`config.mk`:
```
export PLATFORM = sky130hd
export DESIGN_NAME = rtc_core
export DESIGN_NICKNAME = d
export VERILOG_FILES = /design/src/rtc_pkg.sv /design/src/osc_sync.sv /design/src/rtc_core.sv /design/src/sec_divider.sv
export SDC_FILE = /design/constraint.sdc
export NUM_CORES = 1
export LEC_CHECK = 0
export BUFFER_PORTS_ARGS = -buffer_cell sky130_fd_sc_hd__buf_2
export CAP_MARGIN = 0
export CORE_MARGIN = 2
export CORE_UTILIZATION = 50
export DETAILED_ROUTE_END_ITERATION = 12
export GPL_ROUTABILITY_DRIVEN = 0
export PLACE_DENSITY = 0.67
export SYNTH_ARGS = -nofsm -noshare
export SYNTH_HDL_FRONTEND = slang
export SYNTH_SLANG_ARGS = --single-unit
```
`constraint.sdc`:
```
create_clock -name clock -period 2.97 [get_ports clock]
set_input_delay 0.1485 -clock clock [delete_from_list [all_inputs] [get_ports clock]]
set_output_delay 0.1485 -clock clock [all_outputs]
set_load 0.02 [all_outputs]
```
`src/rtc_pkg.sv`:
```
package rtc_pkg;

	// ****************************************
	// register offsets on the host port
	// ****************************************
	localparam logic [3:0] SEC_ADDR  = 4'h0;
	localparam logic [3:0] MIN_ADDR  = 4'h1;
	localparam logic [3:0] HOUR_ADDR = 4'h2;
	localparam logic [3:0] WDAY_ADDR = 4'h3;
	localparam logic [3:0] MDAY_ADDR = 4'h4;
	localparam logic [3:0] MON_ADDR  = 4'h5;
	localparam logic [3:0] YEAR_ADDR = 4'h6;
	localparam logic [3:0] FLAG_ADDR = 4'hF;

	// ****************************************
	// field positions and write masks
	// ****************************************
	localparam int         PIRQ_BIT    = 2;
	localparam int         WALM_BIT    = 1;
	localparam int         DALM_BIT    = 0;
	localparam int         CENTURY_BIT = 7;
	localparam int         PM_BIT      = 5;
	localparam logic [7:0] SEC_MASK    = 8'h7F;
	localparam logic [7:0] MIN_MASK    = 8'h7F;
	localparam logic [7:0] HOUR_MASK   = 8'h3F;
	localparam logic [7:0] WDAY_MASK   = 8'h07;
	localparam logic [7:0] MDAY_MASK   = 8'h3F;
	localparam logic [7:0] MON_MASK    = 8'h9F;
	localparam logic [7:0] YEAR_MASK   = 8'hFF;

	// ****************************************
	// reset values
	// ****************************************
	localparam logic [7:0] ZERO_RST = 8'h00;
	localparam logic [7:0] ONE_RST  = 8'h01;

	// ****************************************
	// timing
	// ****************************************
	localparam int OSC_HZ         = 32768;
	localparam int ALARM_DELAY_US = 61;
	// least time, rounded up to whole oscillator edges
	localparam int ALARM_DELAY_EDGES =
		(ALARM_DELAY_US * OSC_HZ + 999999) / 1000000;

	// ****************************************
	// time of day carrier
	// ****************************************
	typedef struct packed {
		logic [7:0] sec;
		logic [7:0] min;
		logic [7:0] hour;
		logic [7:0] wday;
		logic [7:0] mday;
		logic [7:0] mon;
		logic [7:0] year;
	} tod_t;

endpackage

```
`src/osc_sync.sv`:
```
`timescale 1ns/10ps
module osc_sync
	import rtc_pkg::*;
(
	input  wire logic clock,
	input  wire logic rst_n,
	input  wire logic async_in,
	output logic      rise
);
	logic s1_r;
	logic s2_r;
	logic s3_r;
	logic level_r;

	// three-stage chain; only s2/s3 agreement is trusted
	always_ff @(posedge clock or negedge rst_n)
	begin
		if (!rst_n)
		begin
			s1_r <= 1'b0;
			s2_r <= 1'b0;
			s3_r <= 1'b0;
		end
		else
		begin
			s1_r <= async_in;
			s2_r <= s1_r;
			s3_r <= s2_r;
		end
	end

	// filtered level and its rising edge
	always_ff @(posedge clock or negedge rst_n)
	begin
		if (!rst_n)
		begin
			level_r <= 1'b0;
			rise    <= 1'b0;
		end
		else
		begin
			rise <= 1'b0;
			if (s2_r == s3_r)
			begin
				level_r <= s3_r;
				rise    <= s3_r & ~level_r;
			end
		end
	end
endmodule

```
`src/rtc_core.sv`:
```
`timescale 1ns/10ps
module rtc_core
	import rtc_pkg::*;
#(
	parameter int EDGES_PER_SEC = OSC_HZ
)
(
	input  wire logic       clock,
	input  wire logic       rst_n,
	input  wire logic       osc_clk,
	input  wire logic       power_on_flag,
	input  wire logic       hour_mode_24,
	input  wire logic       periodic_level_mode,
	input  wire logic       weekly_alarm_enable,
	input  wire logic       daily_alarm_enable,
	input  wire logic       weekly_alarm_match,
	input  wire logic       daily_alarm_match,
	input  wire logic [3:0] reg_addr,
	input  wire logic       reg_wr,
	input  wire logic [7:0] reg_wdata,
	output logic [7:0]      reg_rdata,
	output logic            interrupt_out_n
);
	// ****************************************
	// helpers
	// ****************************************
	function automatic logic [7:0] bcd_inc(input logic [7:0] v);
		if (v[3:0] == 4'h9)
			bcd_inc = {v[7:4] + 4'h1, 4'h0};
		else
			bcd_inc = {v[7:4], v[3:0] + 4'h1};
	endfunction

	// tens*10+ones mod 4 equals (2*tens+ones) mod 4
	function automatic logic is_leap(input logic [7:0] y);
		logic [1:0] m;
		m = {y[4], 1'b0} + y[1:0];
		is_leap = (m == 2'h0);
	endfunction

	function automatic logic [7:0] last_day(input logic [7:0] mon,
		input logic [7:0] year);
		case (mon[4:0])
			5'h02:   last_day = is_leap(year) ? 8'h29 : 8'h28;
			5'h04,
			5'h06,
			5'h09,
			5'h11:   last_day = 8'h30;
			default: last_day = 8'h31;
		endcase
	endfunction

	// returns {day carry, next hour}
	function automatic logic [8:0] hour_step(input logic [7:0] h,
		input logic m24);
		logic [7:0] n;
		// 12-hour ones step works on bits 4..0 only, so pm bit survives
		n = bcd_inc({3'h0, h[4:0]});
		if (m24)
			hour_step = (h == 8'h23) ? {1'b1, 8'h00} : {1'b0, bcd_inc(h)};
		else if (h[4:0] == 5'h12)
			hour_step = {1'b0, h[7:5], 5'h01};
		else if (h[4:0] == 5'h11)
			hour_step = {h[PM_BIT], h[7:6], ~h[PM_BIT], 5'h12};
		else
			hour_step = {1'b0, h[7:5], n[4:0]};
	endfunction

	// ****************************************
	// oscillator sampling and divider
	// ****************************************
	logic osc_edge;
	logic sec_tick;
	logic wr_sec;

	assign wr_sec = reg_wr && reg_addr == SEC_ADDR;

	osc_sync u_sync (
		.clock    (clock),
		.rst_n    (rst_n),
		.async_in (osc_clk),
		.rise     (osc_edge)
	);

	sec_divider #(.EDGES_PER_SEC(EDGES_PER_SEC)) u_div (
		.clock    (clock),
		.rst_n    (rst_n),
		.osc_edge (osc_edge),
		.clear    (wr_sec),
		.sec_tick (sec_tick)
	);

	// ****************************************
	// carry chain
	// ****************************************
	tod_t       tod_r;
	logic [8:0] hstep;
	logic       sec_c;
	logic       min_c;
	logic       day_c;
	logic       mon_c;
	logic       yr_c;
	logic       cen_c;

	assign hstep = hour_step(tod_r.hour, hour_mode_24);
	assign sec_c = sec_tick && tod_r.sec == 8'h59;
	assign min_c = sec_c && tod_r.min == 8'h59;
	assign day_c = min_c && hstep[8];
	assign mon_c = day_c && tod_r.mday == last_day(tod_r.mon, tod_r.year);
	assign yr_c  = mon_c && tod_r.mon[4:0] == 5'h12;
	assign cen_c = yr_c && tod_r.year == 8'h99;

	// ****************************************
	// time counters
	// ****************************************
	// a host write wins over a carry into the same counter;
	// invalid written values are the host's problem
	always_ff @(posedge clock or negedge rst_n)
	begin
		if (!rst_n)
		begin
			tod_r.sec  <= ZERO_RST;
			tod_r.min  <= ZERO_RST;
			tod_r.hour <= ZERO_RST;
		end
		else
		begin
			if (wr_sec)
				tod_r.sec <= reg_wdata & SEC_MASK;
			else if (sec_c)
				tod_r.sec <= ZERO_RST;
			else if (sec_tick)
				tod_r.sec <= bcd_inc(tod_r.sec);
			if (reg_wr && reg_addr == MIN_ADDR)
				tod_r.min <= reg_wdata & MIN_MASK;
			else if (min_c)
				tod_r.min <= ZERO_RST;
			else if (sec_c)
				tod_r.min <= bcd_inc(tod_r.min);
			if (reg_wr && reg_addr == HOUR_ADDR)
				tod_r.hour <= reg_wdata & HOUR_MASK;
			else if (min_c)
				tod_r.hour <= hstep[7:0];
		end
	end

	// ****************************************
	// calendar counters
	// ****************************************
	always_ff @(posedge clock or negedge rst_n)
	begin
		if (!rst_n)
		begin
			tod_r.wday <= ZERO_RST;
			tod_r.mday <= ONE_RST;
			tod_r.mon  <= ONE_RST;
			tod_r.year <= ZERO_RST;
		end
		else
		begin
			if (reg_wr && reg_addr == WDAY_ADDR)
				tod_r.wday <= reg_wdata & WDAY_MASK;
			else if (day_c)
				tod_r.wday <= (tod_r.wday[2:0] >= 3'h6) ? ZERO_RST :
					tod_r.wday + 8'h01;
			if (reg_wr && reg_addr == MDAY_ADDR)
				tod_r.mday <= reg_wdata & MDAY_MASK;
			else if (mon_c)
				tod_r.mday <= ONE_RST;
			else if (day_c)
				tod_r.mday <= bcd_inc(tod_r.mday);
			if (reg_wr && reg_addr == MON_ADDR)
				tod_r.mon <= reg_wdata & MON_MASK;
			else if (yr_c)
				tod_r.mon <= {tod_r.mon[CENTURY_BIT] ^ cen_c, 7'h01};
			else if (mon_c)
				tod_r.mon <= bcd_inc(tod_r.mon);
			if (reg_wr && reg_addr == YEAR_ADDR)
				tod_r.year <= reg_wdata & YEAR_MASK;
			else if (cen_c)
				tod_r.year <= ZERO_RST;
			else if (yr_c)
				tod_r.year <= bcd_inc(tod_r.year);
		end
	end

	// ****************************************
	// interrupt flags
	// ****************************************
	logic       wr_flag;
	logic       pirq_r;
	logic       walm_r;
	logic       dalm_r;
	logic [1:0] wcnt_r;
	logic [1:0] dcnt_r;
	localparam logic [1:0] DLY = 2'(ALARM_DELAY_EDGES);

	assign wr_flag = reg_wr && reg_addr == FLAG_ADDR;

	// periodic flag: set on the second tick in level mode, with the seconds increment;
	// the pin falls one clock later; set beats a same-cycle write clear
	always_ff @(posedge clock or negedge rst_n)
	begin
		if (!rst_n)
			pirq_r <= 1'b0;
		else if (power_on_flag)
			pirq_r <= 1'b0;
		else if (sec_tick && periodic_level_mode)
			pirq_r <= 1'b1;
		// write 0 clears in level mode
		else if (wr_flag && periodic_level_mode && !reg_wdata[PIRQ_BIT])
			pirq_r <= 1'b0;
	end

	// alarm delay: counts oscillator edges after the match
	always_ff @(posedge clock or negedge rst_n)
	begin
		if (!rst_n)
		begin
			wcnt_r <= 2'h0;
			dcnt_r <= 2'h0;
		end
		else
		begin
			if (weekly_alarm_match && weekly_alarm_enable)
				wcnt_r <= DLY;
			else if (osc_edge && wcnt_r != 2'h0)
				wcnt_r <= wcnt_r - 2'h1;
			if (daily_alarm_match && daily_alarm_enable)
				dcnt_r <= DLY;
			else if (osc_edge && dcnt_r != 2'h0)
				dcnt_r <= dcnt_r - 2'h1;
		end
	end

	// alarm flags; a disabled alarm holds its flag at zero
	always_ff @(posedge clock or negedge rst_n)
	begin
		if (!rst_n)
		begin
			walm_r <= 1'b0;
			dalm_r <= 1'b0;
		end
		else
		begin
			if (power_on_flag || !weekly_alarm_enable)
				walm_r <= 1'b0;
			else if (osc_edge && wcnt_r == 2'h1)
				walm_r <= 1'b1;
			else if (wr_flag && !reg_wdata[WALM_BIT])
				walm_r <= 1'b0;
			if (power_on_flag || !daily_alarm_enable)
				dalm_r <= 1'b0;
			else if (osc_edge && dcnt_r == 2'h1)
				dalm_r <= 1'b1;
			else if (wr_flag && !reg_wdata[DALM_BIT])
				dalm_r <= 1'b0;
		end
	end

	always_ff @(posedge clock or negedge rst_n)
	begin
		if (!rst_n)
			interrupt_out_n <= 1'b1;
		else
			interrupt_out_n <= ~(pirq_r | walm_r | dalm_r);
	end

	// ****************************************
	// read port
	// ****************************************
	// unused bits read zero
	always_ff @(posedge clock or negedge rst_n)
	begin
		if (!rst_n)
			reg_rdata <= 8'h00;
		else
			case (reg_addr)
				SEC_ADDR:  reg_rdata <= tod_r.sec;
				MIN_ADDR:  reg_rdata <= tod_r.min;
				HOUR_ADDR: reg_rdata <= tod_r.hour;
				WDAY_ADDR: reg_rdata <= tod_r.wday;
				MDAY_ADDR: reg_rdata <= tod_r.mday;
				MON_ADDR:  reg_rdata <= tod_r.mon;
				YEAR_ADDR: reg_rdata <= tod_r.year;
				FLAG_ADDR: reg_rdata <= {5'h00, pirq_r, walm_r, dalm_r};
				default:   reg_rdata <= 8'h00;
			endcase
	end

	// ****************************************
	// checks
	// ****************************************
	logic quiet;
	assign quiet = !reg_wr && !power_on_flag;

	chk_sec_wrap: assert property (@(posedge clock) disable iff (!rst_n)
		sec_tick && tod_r.sec == 8'h59 && quiet
		|=> tod_r.sec == 8'h00 && tod_r.min != $past(tod_r.min))
		else $error("seconds wrap did not carry");
	chk_min_wrap: assert property (@(posedge clock) disable iff (!rst_n)
		sec_c && tod_r.min == 8'h59 && quiet
		|=> tod_r.min == 8'h00 && tod_r.hour != $past(tod_r.hour))
		else $error("minutes wrap did not carry");
	chk_hour_pm: assert property (@(posedge clock) disable iff (!rst_n)
		min_c && !hour_mode_24 && tod_r.hour == 8'h23 && quiet
		|=> tod_r.hour == 8'h24 && tod_r.mday == $past(tod_r.mday))
		else $error("pm hour step wrong");
	chk_hour_12: assert property (@(posedge clock) disable iff (!rst_n)
		min_c && !hour_mode_24 && tod_r.hour == 8'h31 && quiet
		|=> tod_r.hour == 8'h12 && tod_r.mday != $past(tod_r.mday))
		else $error("PM11 rollover wrong");
	chk_feb_len: assert property (@(posedge clock) disable iff (!rst_n)
		day_c && tod_r.mon[4:0] == 5'h02 && tod_r.mday == 8'h28 &&
		tod_r.year == 8'h03 && quiet
		|=> tod_r.mday == 8'h01 && tod_r.mon[4:0] == 5'h03)
		else $error("february length wrong");
	chk_wday_mod: assert property (@(posedge clock) disable iff (!rst_n)
		day_c && tod_r.wday == 8'h06 && quiet |=> tod_r.wday == 8'h00)
		else $error("weekday did not wrap");
	chk_century: assert property (@(posedge clock) disable iff (!rst_n)
		cen_c && quiet |=> tod_r.year == 8'h00 &&
		tod_r.mon[CENTURY_BIT] != $past(tod_r.mon[CENTURY_BIT]))
		else $error("century bit did not toggle");
	chk_pirq_set: assert property (@(posedge clock) disable iff (!rst_n)
		sec_tick && periodic_level_mode && !power_on_flag
		|=> pirq_r ##1 !interrupt_out_n)
		else $error("periodic flag or pin missing");
	chk_pirq_clr: assert property (@(posedge clock) disable iff (!rst_n)
		wr_flag && periodic_level_mode && !reg_wdata[PIRQ_BIT] &&
		!sec_tick |=> !pirq_r)
		else $error("periodic flag not cleared");
	chk_alarm_mask: assert property (@(posedge clock) disable iff (!rst_n)
		!weekly_alarm_enable |=> !walm_r)
		else $error("disabled alarm flag set");
	chk_alarm_time: assert property (@(posedge clock) disable iff (!rst_n)
		$rose(walm_r) |-> $past(osc_edge) && $past(wcnt_r) == 2'h1)
		else $error("alarm flag set at wrong time");
	chk_alarm_clr: assert property (@(posedge clock) disable iff (!rst_n)
		walm_r && wr_flag && !reg_wdata[WALM_BIT] &&
		!(osc_edge && wcnt_r == 2'h1) |=> !walm_r)
		else $error("alarm flag not cleared");
	chk_pin_idle: assert property (@(posedge clock) disable iff (!rst_n)
		!pirq_r && !walm_r && !dalm_r |=> interrupt_out_n)
		else $error("pin low with no flag");

	cov_sec_wrap: cover property (@(posedge clock) disable iff (!rst_n)
		sec_c);
	cov_year_wrap: cover property (@(posedge clock) disable iff (!rst_n)
		cen_c);
	cov_alarm: cover property (@(posedge clock) disable iff (!rst_n)
		$rose(walm_r));
	cov_pirq_clr: cover property (@(posedge clock) disable iff (!rst_n)
		pirq_r ##1 !pirq_r);
endmodule

```
`src/sec_divider.sv`:
```
`timescale 1ns/10ps
module sec_divider
	import rtc_pkg::*;
#(
	parameter int EDGES_PER_SEC = OSC_HZ
)
(
	input  wire logic clock,
	input  wire logic rst_n,
	input  wire logic osc_edge,
	input  wire logic clear,
	output logic      sec_tick
);
	logic [15:0] cnt_r;
	localparam logic [15:0] LAST = 16'(EDGES_PER_SEC - 1);

	// sub-second stages; a clear restarts a full second
	always_ff @(posedge clock or negedge rst_n)
	begin
		if (!rst_n)
		begin
			cnt_r    <= 16'h0000;
			sec_tick <= 1'b0;
		end
		else
		begin
			sec_tick <= 1'b0;
			if (clear)
				cnt_r <= 16'h0000;
			else if (osc_edge)
			begin
				if (cnt_r == LAST)
				begin
					cnt_r    <= 16'h0000;
					sec_tick <= 1'b1;
				end
				else
					cnt_r <= cnt_r + 16'h0001;
			end
		end
	end

	chk_div_clear: assert property (@(posedge clock)
		disable iff (!rst_n)
		clear |=> cnt_r == 16'h0000 && !sec_tick)
		else $error("divider not cleared by seconds write");
endmodule
```
==> summary.txt <==
Placement
  • Pre-CTS setup slack: 422 ps
  • IO buf count: 31
  • Dpl hpwl: 11.8 mm

STA
  • Min cycle time layout: 2590 ps
  • Fmax: 385 MHz
  • Fin. max-slew vios: 0
  • Worst Tran Pin Value: 876 ps
  • Setup slack after layout: 375 ps
  • RSZ-0062 raised after global routing: no
  • Final worst path period share: 87.4%
  • Final Hold Viols: 0
  • Fin Clk Skew: 8.88 ps
  • Final Setup Violations: 0
  • Slew HR: 41.6%
  • Setup TNS: 0 ps

Route
  • Final antenna-violating net count: 0
  • Number of DRC markers in iteration 0: 595
  • Pre-antenna DRT Iters: 5
  • Drt drc: 0
  • Routed len/inst: 18.9 µm
  • Via density: 6.33
  • Via count: 5482
  • Final Routed Wirelength: 16.4 mm

Clock network
  • Clk sinks: 94
  • CTS tree: built
  • CTS Buffer Depth: 2
  • CTS Buf Count: 9
  • H-Tree Depth: 3
  • Clk slew on worst S/H paths: 70 ps
  • Root buffer cell: clkbuf_16
  • Clk_lat worst skew: 360 ps

Synth
  • Ys Warns: 0
  • Seq cells post-synth: 94
  • Largest cells by area after synthesis: dfrtp_1, o21ai_0, ha_1
  • Post-synth cell types: 75
  • Syn nets: 732
  • Main synth FF type: dfrtp_1
  • EDFF count, synth: 0
  • Synth Area per Inst: 8.77 µm²
  • Sequential-to-total area share from yosys stat: 39.2%
  • Area leader, netlist: dfrtp_1
  • Cell with the most instances after synthesis: dfrtp_1
  • Top cell type's share of synthesized area: 37.8%
  • Commonest cells in the netlist: dfrtp_1, o21ai_0, nor2_1
  • Asr flop ratio synth: 100%
  • Synth Cell Area: 0.00602 mm²
  • Synth Instances: 686

Pwr
  • Worst VDD drop: 365 µV
  • Clk network pwr share: 33.0%
  • Gate power share: 21.4%
  • Sw Ratio: 32.8%
  • Pwr Total: 3.92 mW
  • Internal power: 2.64 mW
  • Power share of the sequential group: 45.6%
  • Pwr Density: 588 mW/mm²
  • P_sw: 1.29 mW
  • Leak Pwr: 2.78 nW

GRT
  • Gr usage total: 26.3%
  • GRT overflow: 0
  • First-pass GRT wire length: 26.6 mm
  • Vias in the first global route: 5204
  • Initial antenna violation count: 0
  • Largest net degree at the start of global routing: 66

Run
  • Max cap viols: 0

Floorplanning
  • Initial Util: 50.7%
  • Core footprint: 0.0119 mm²
  • Die Wd: 114 µm
  • # IOs: 32
  • FP Rows: 40
  • Die ar.: 0.0129 mm²
  • Die H: 114 µm

Critical path
  • Critical Path Start Type: flip-flop
  • Crit Path Category: flip-flop to flip-flop
  • CP bufs+invs: 0
  • Crit path max fanout: 10
  • Worst EP arrival: 2880 ps
  • Cell breakdown of the critical path: nor4b_4, a2bb2oi_1, a21oi_2, and3_1, nand3_4, or4_1, a31oi_1
  • Worst path max stage delay: 680 ps
  • CP delay by family, top: simple AND/OR/NAND/NOR gates
  • Slowest CP cell: dfstp_2
  • Nature of the critical path endpoint: flip-flop
  • Data required, critical path: 3260 ps

Outcome
  • Status: finished, final reports clean

Hold path
  • Hold crit path type: input pin to flip-flop

Cells and area
  • Layout cells sized above 1: 12.7%
  • Multi-input gate area: 0.00342 mm²
  • Fillers: 1039
  • Nets: 760
  • FF+latch area: 0.00236 mm²
  • Antenna Cells: 0
  • Area delta synth->final: 10.9%
[sequential cells by signal, indices dropped and copies added (netlist names)]
signal,count
dalm_r,1
dcnt_r,2
interrupt_out_n,1
pirq_r,1
reg_rdata,8
tod_r,56
u_div.cnt_r,16
u_div.sec_tick,1
u_sync.level_r,1
u_sync.rise,1
u_sync.s1_r,1
u_sync.s2_r,1
u_sync.s3_r,1
walm_r,1
wcnt_r,2
[worst reg2reg max path, cell delays in order (launching register included)]
cell and delay, ps:
dfstp_2 680, nor4b_4 310, a2bb2oi_1 130, a21oi_2 230
and3_1 430, nand3_4 160, or4_1 420, a31oi_1 160
[logic make-up after synthesis]
kind of cell | Yosys count | share of synthesized area, %
XOR/XNOR | 16 | 2.33
adder cells (fa/ha/maj) | 24 | 4.95
flip-flops | 94 | 39.2
AO/OA/AOI/OAI | 194 | 20.5
AND/OR/NAND/NOR | 289 | 25.5
buffers and inverters | 51 | 4.16
multiplexers | 18 | 3.39
[path summary, 6_finish.rpt]
check / from / to / slack (ps) / cells past startpoint
min in group asynchronous: rst_n / tod_r[20]$_DFFE_PN0P_ / 440 / 2
worst max register to register: tod_r[8]$_DFFE_PN1P_ / tod_r[6]$_DFFE_PN0P_ / 380 / 7
worst min-delay path: weekly_alarm_enable / wcnt_r[0]$_DFFE_PN0P_ / 30 / 2
max in group asynchronous: rst_n / tod_r[16]$_DFFE_PN1P_ / 1740 / 3
worst min register to register: u_sync.s1_r$_DFF_PN0_ / u_sync.s2_r$_DFF_PN0_ / 380 / 0
worst max-delay path: tod_r[8]$_DFFE_PN1P_ / tod_r[6]$_DFFE_PN0P_ / 380 / 7
[cell usage in the layout (no fill, tap or decap), types with 15 or more instances in the layout]
cell type / Yosys / layout
dfrtp_1: 91 / 91
o21ai_0: 72 / 72
nor2_1: 69 / 69
nand2_1: 67 / 67
a21oi_1: 40 / 40
nand3_1: 30 / 30
buf_2: 5 / 30
ha_1: 23 / 23
inv_1: 18 / 18
nor3_1: 17 / 16
a31oi_1: 15 / 15
and3_1: 15 / 15
[metrics by stage]
stage / hold slack [ps] / cells / area (µm²) / utilization, %
floorplan: -147 / 686 / 6020 / -
detailed placement: 287 / 844 / 6280 / 52.9
global placement: 262 / 844 / 6280 / 52.9
CTS: 20.3 / 866 / 6670 / 56.3
finish: 33.1 / 866 / 6670 / 56.3
global route: 33.9 / 866 / 6670 / 56.3
[repair_timing]
action / 4_1_cts / 5_1_grt
hold endpoints to repair: 65 / 0
endpoints found under the setup margin: 0 / 0
hold buffers: 6 / 0
resized for setup: 0 / 0
buffers inserted: 0 / 0
[area by class of cell]
| class | count | share of cell area, % |
|---|---|---|
| tap | 147 | 2.76 |
| clock inverter | 4 | 1.16 |
| sequential | 94 | 35.3 |
| multi-input combinational | 541 | 51.2 |
| inverter | 18 | 1.01 |
| clock buffer | 12 | 3.84 |
| timing repair buffer | 50 | 4.73 |
[metal layers]
metal | vias to the layer above | routed length, µm | GRT usage [%] | part of all wire (%)
met5 | - | 0 | 0 | 0
met1 | 2637 | 7110 | 35.9 | 43
met3 | 48 | 1000 | 3.13 | 6.1
met2 | 231 | 7660 | 42.2 | 47
met4 | 0 | 589 | 12.4 | 3.6
li1 | 2566 | - | - | -
[power groups by stage]
stage | clock network, mW | logic [mW] | registers [mW]
final | 1.29 | 0.840 | 1.79
after global routing | 1.36 | 0.949 | 1.82
after floorplan | 0 | 0.641 | 1.69
after CTS | 1.32 | 0.837 | 1.78
after detailed placement | 0 | 0.821 | 1.80
after global placement | 0 | 0.795 | 1.79
(Power assumes the default switching activity.)
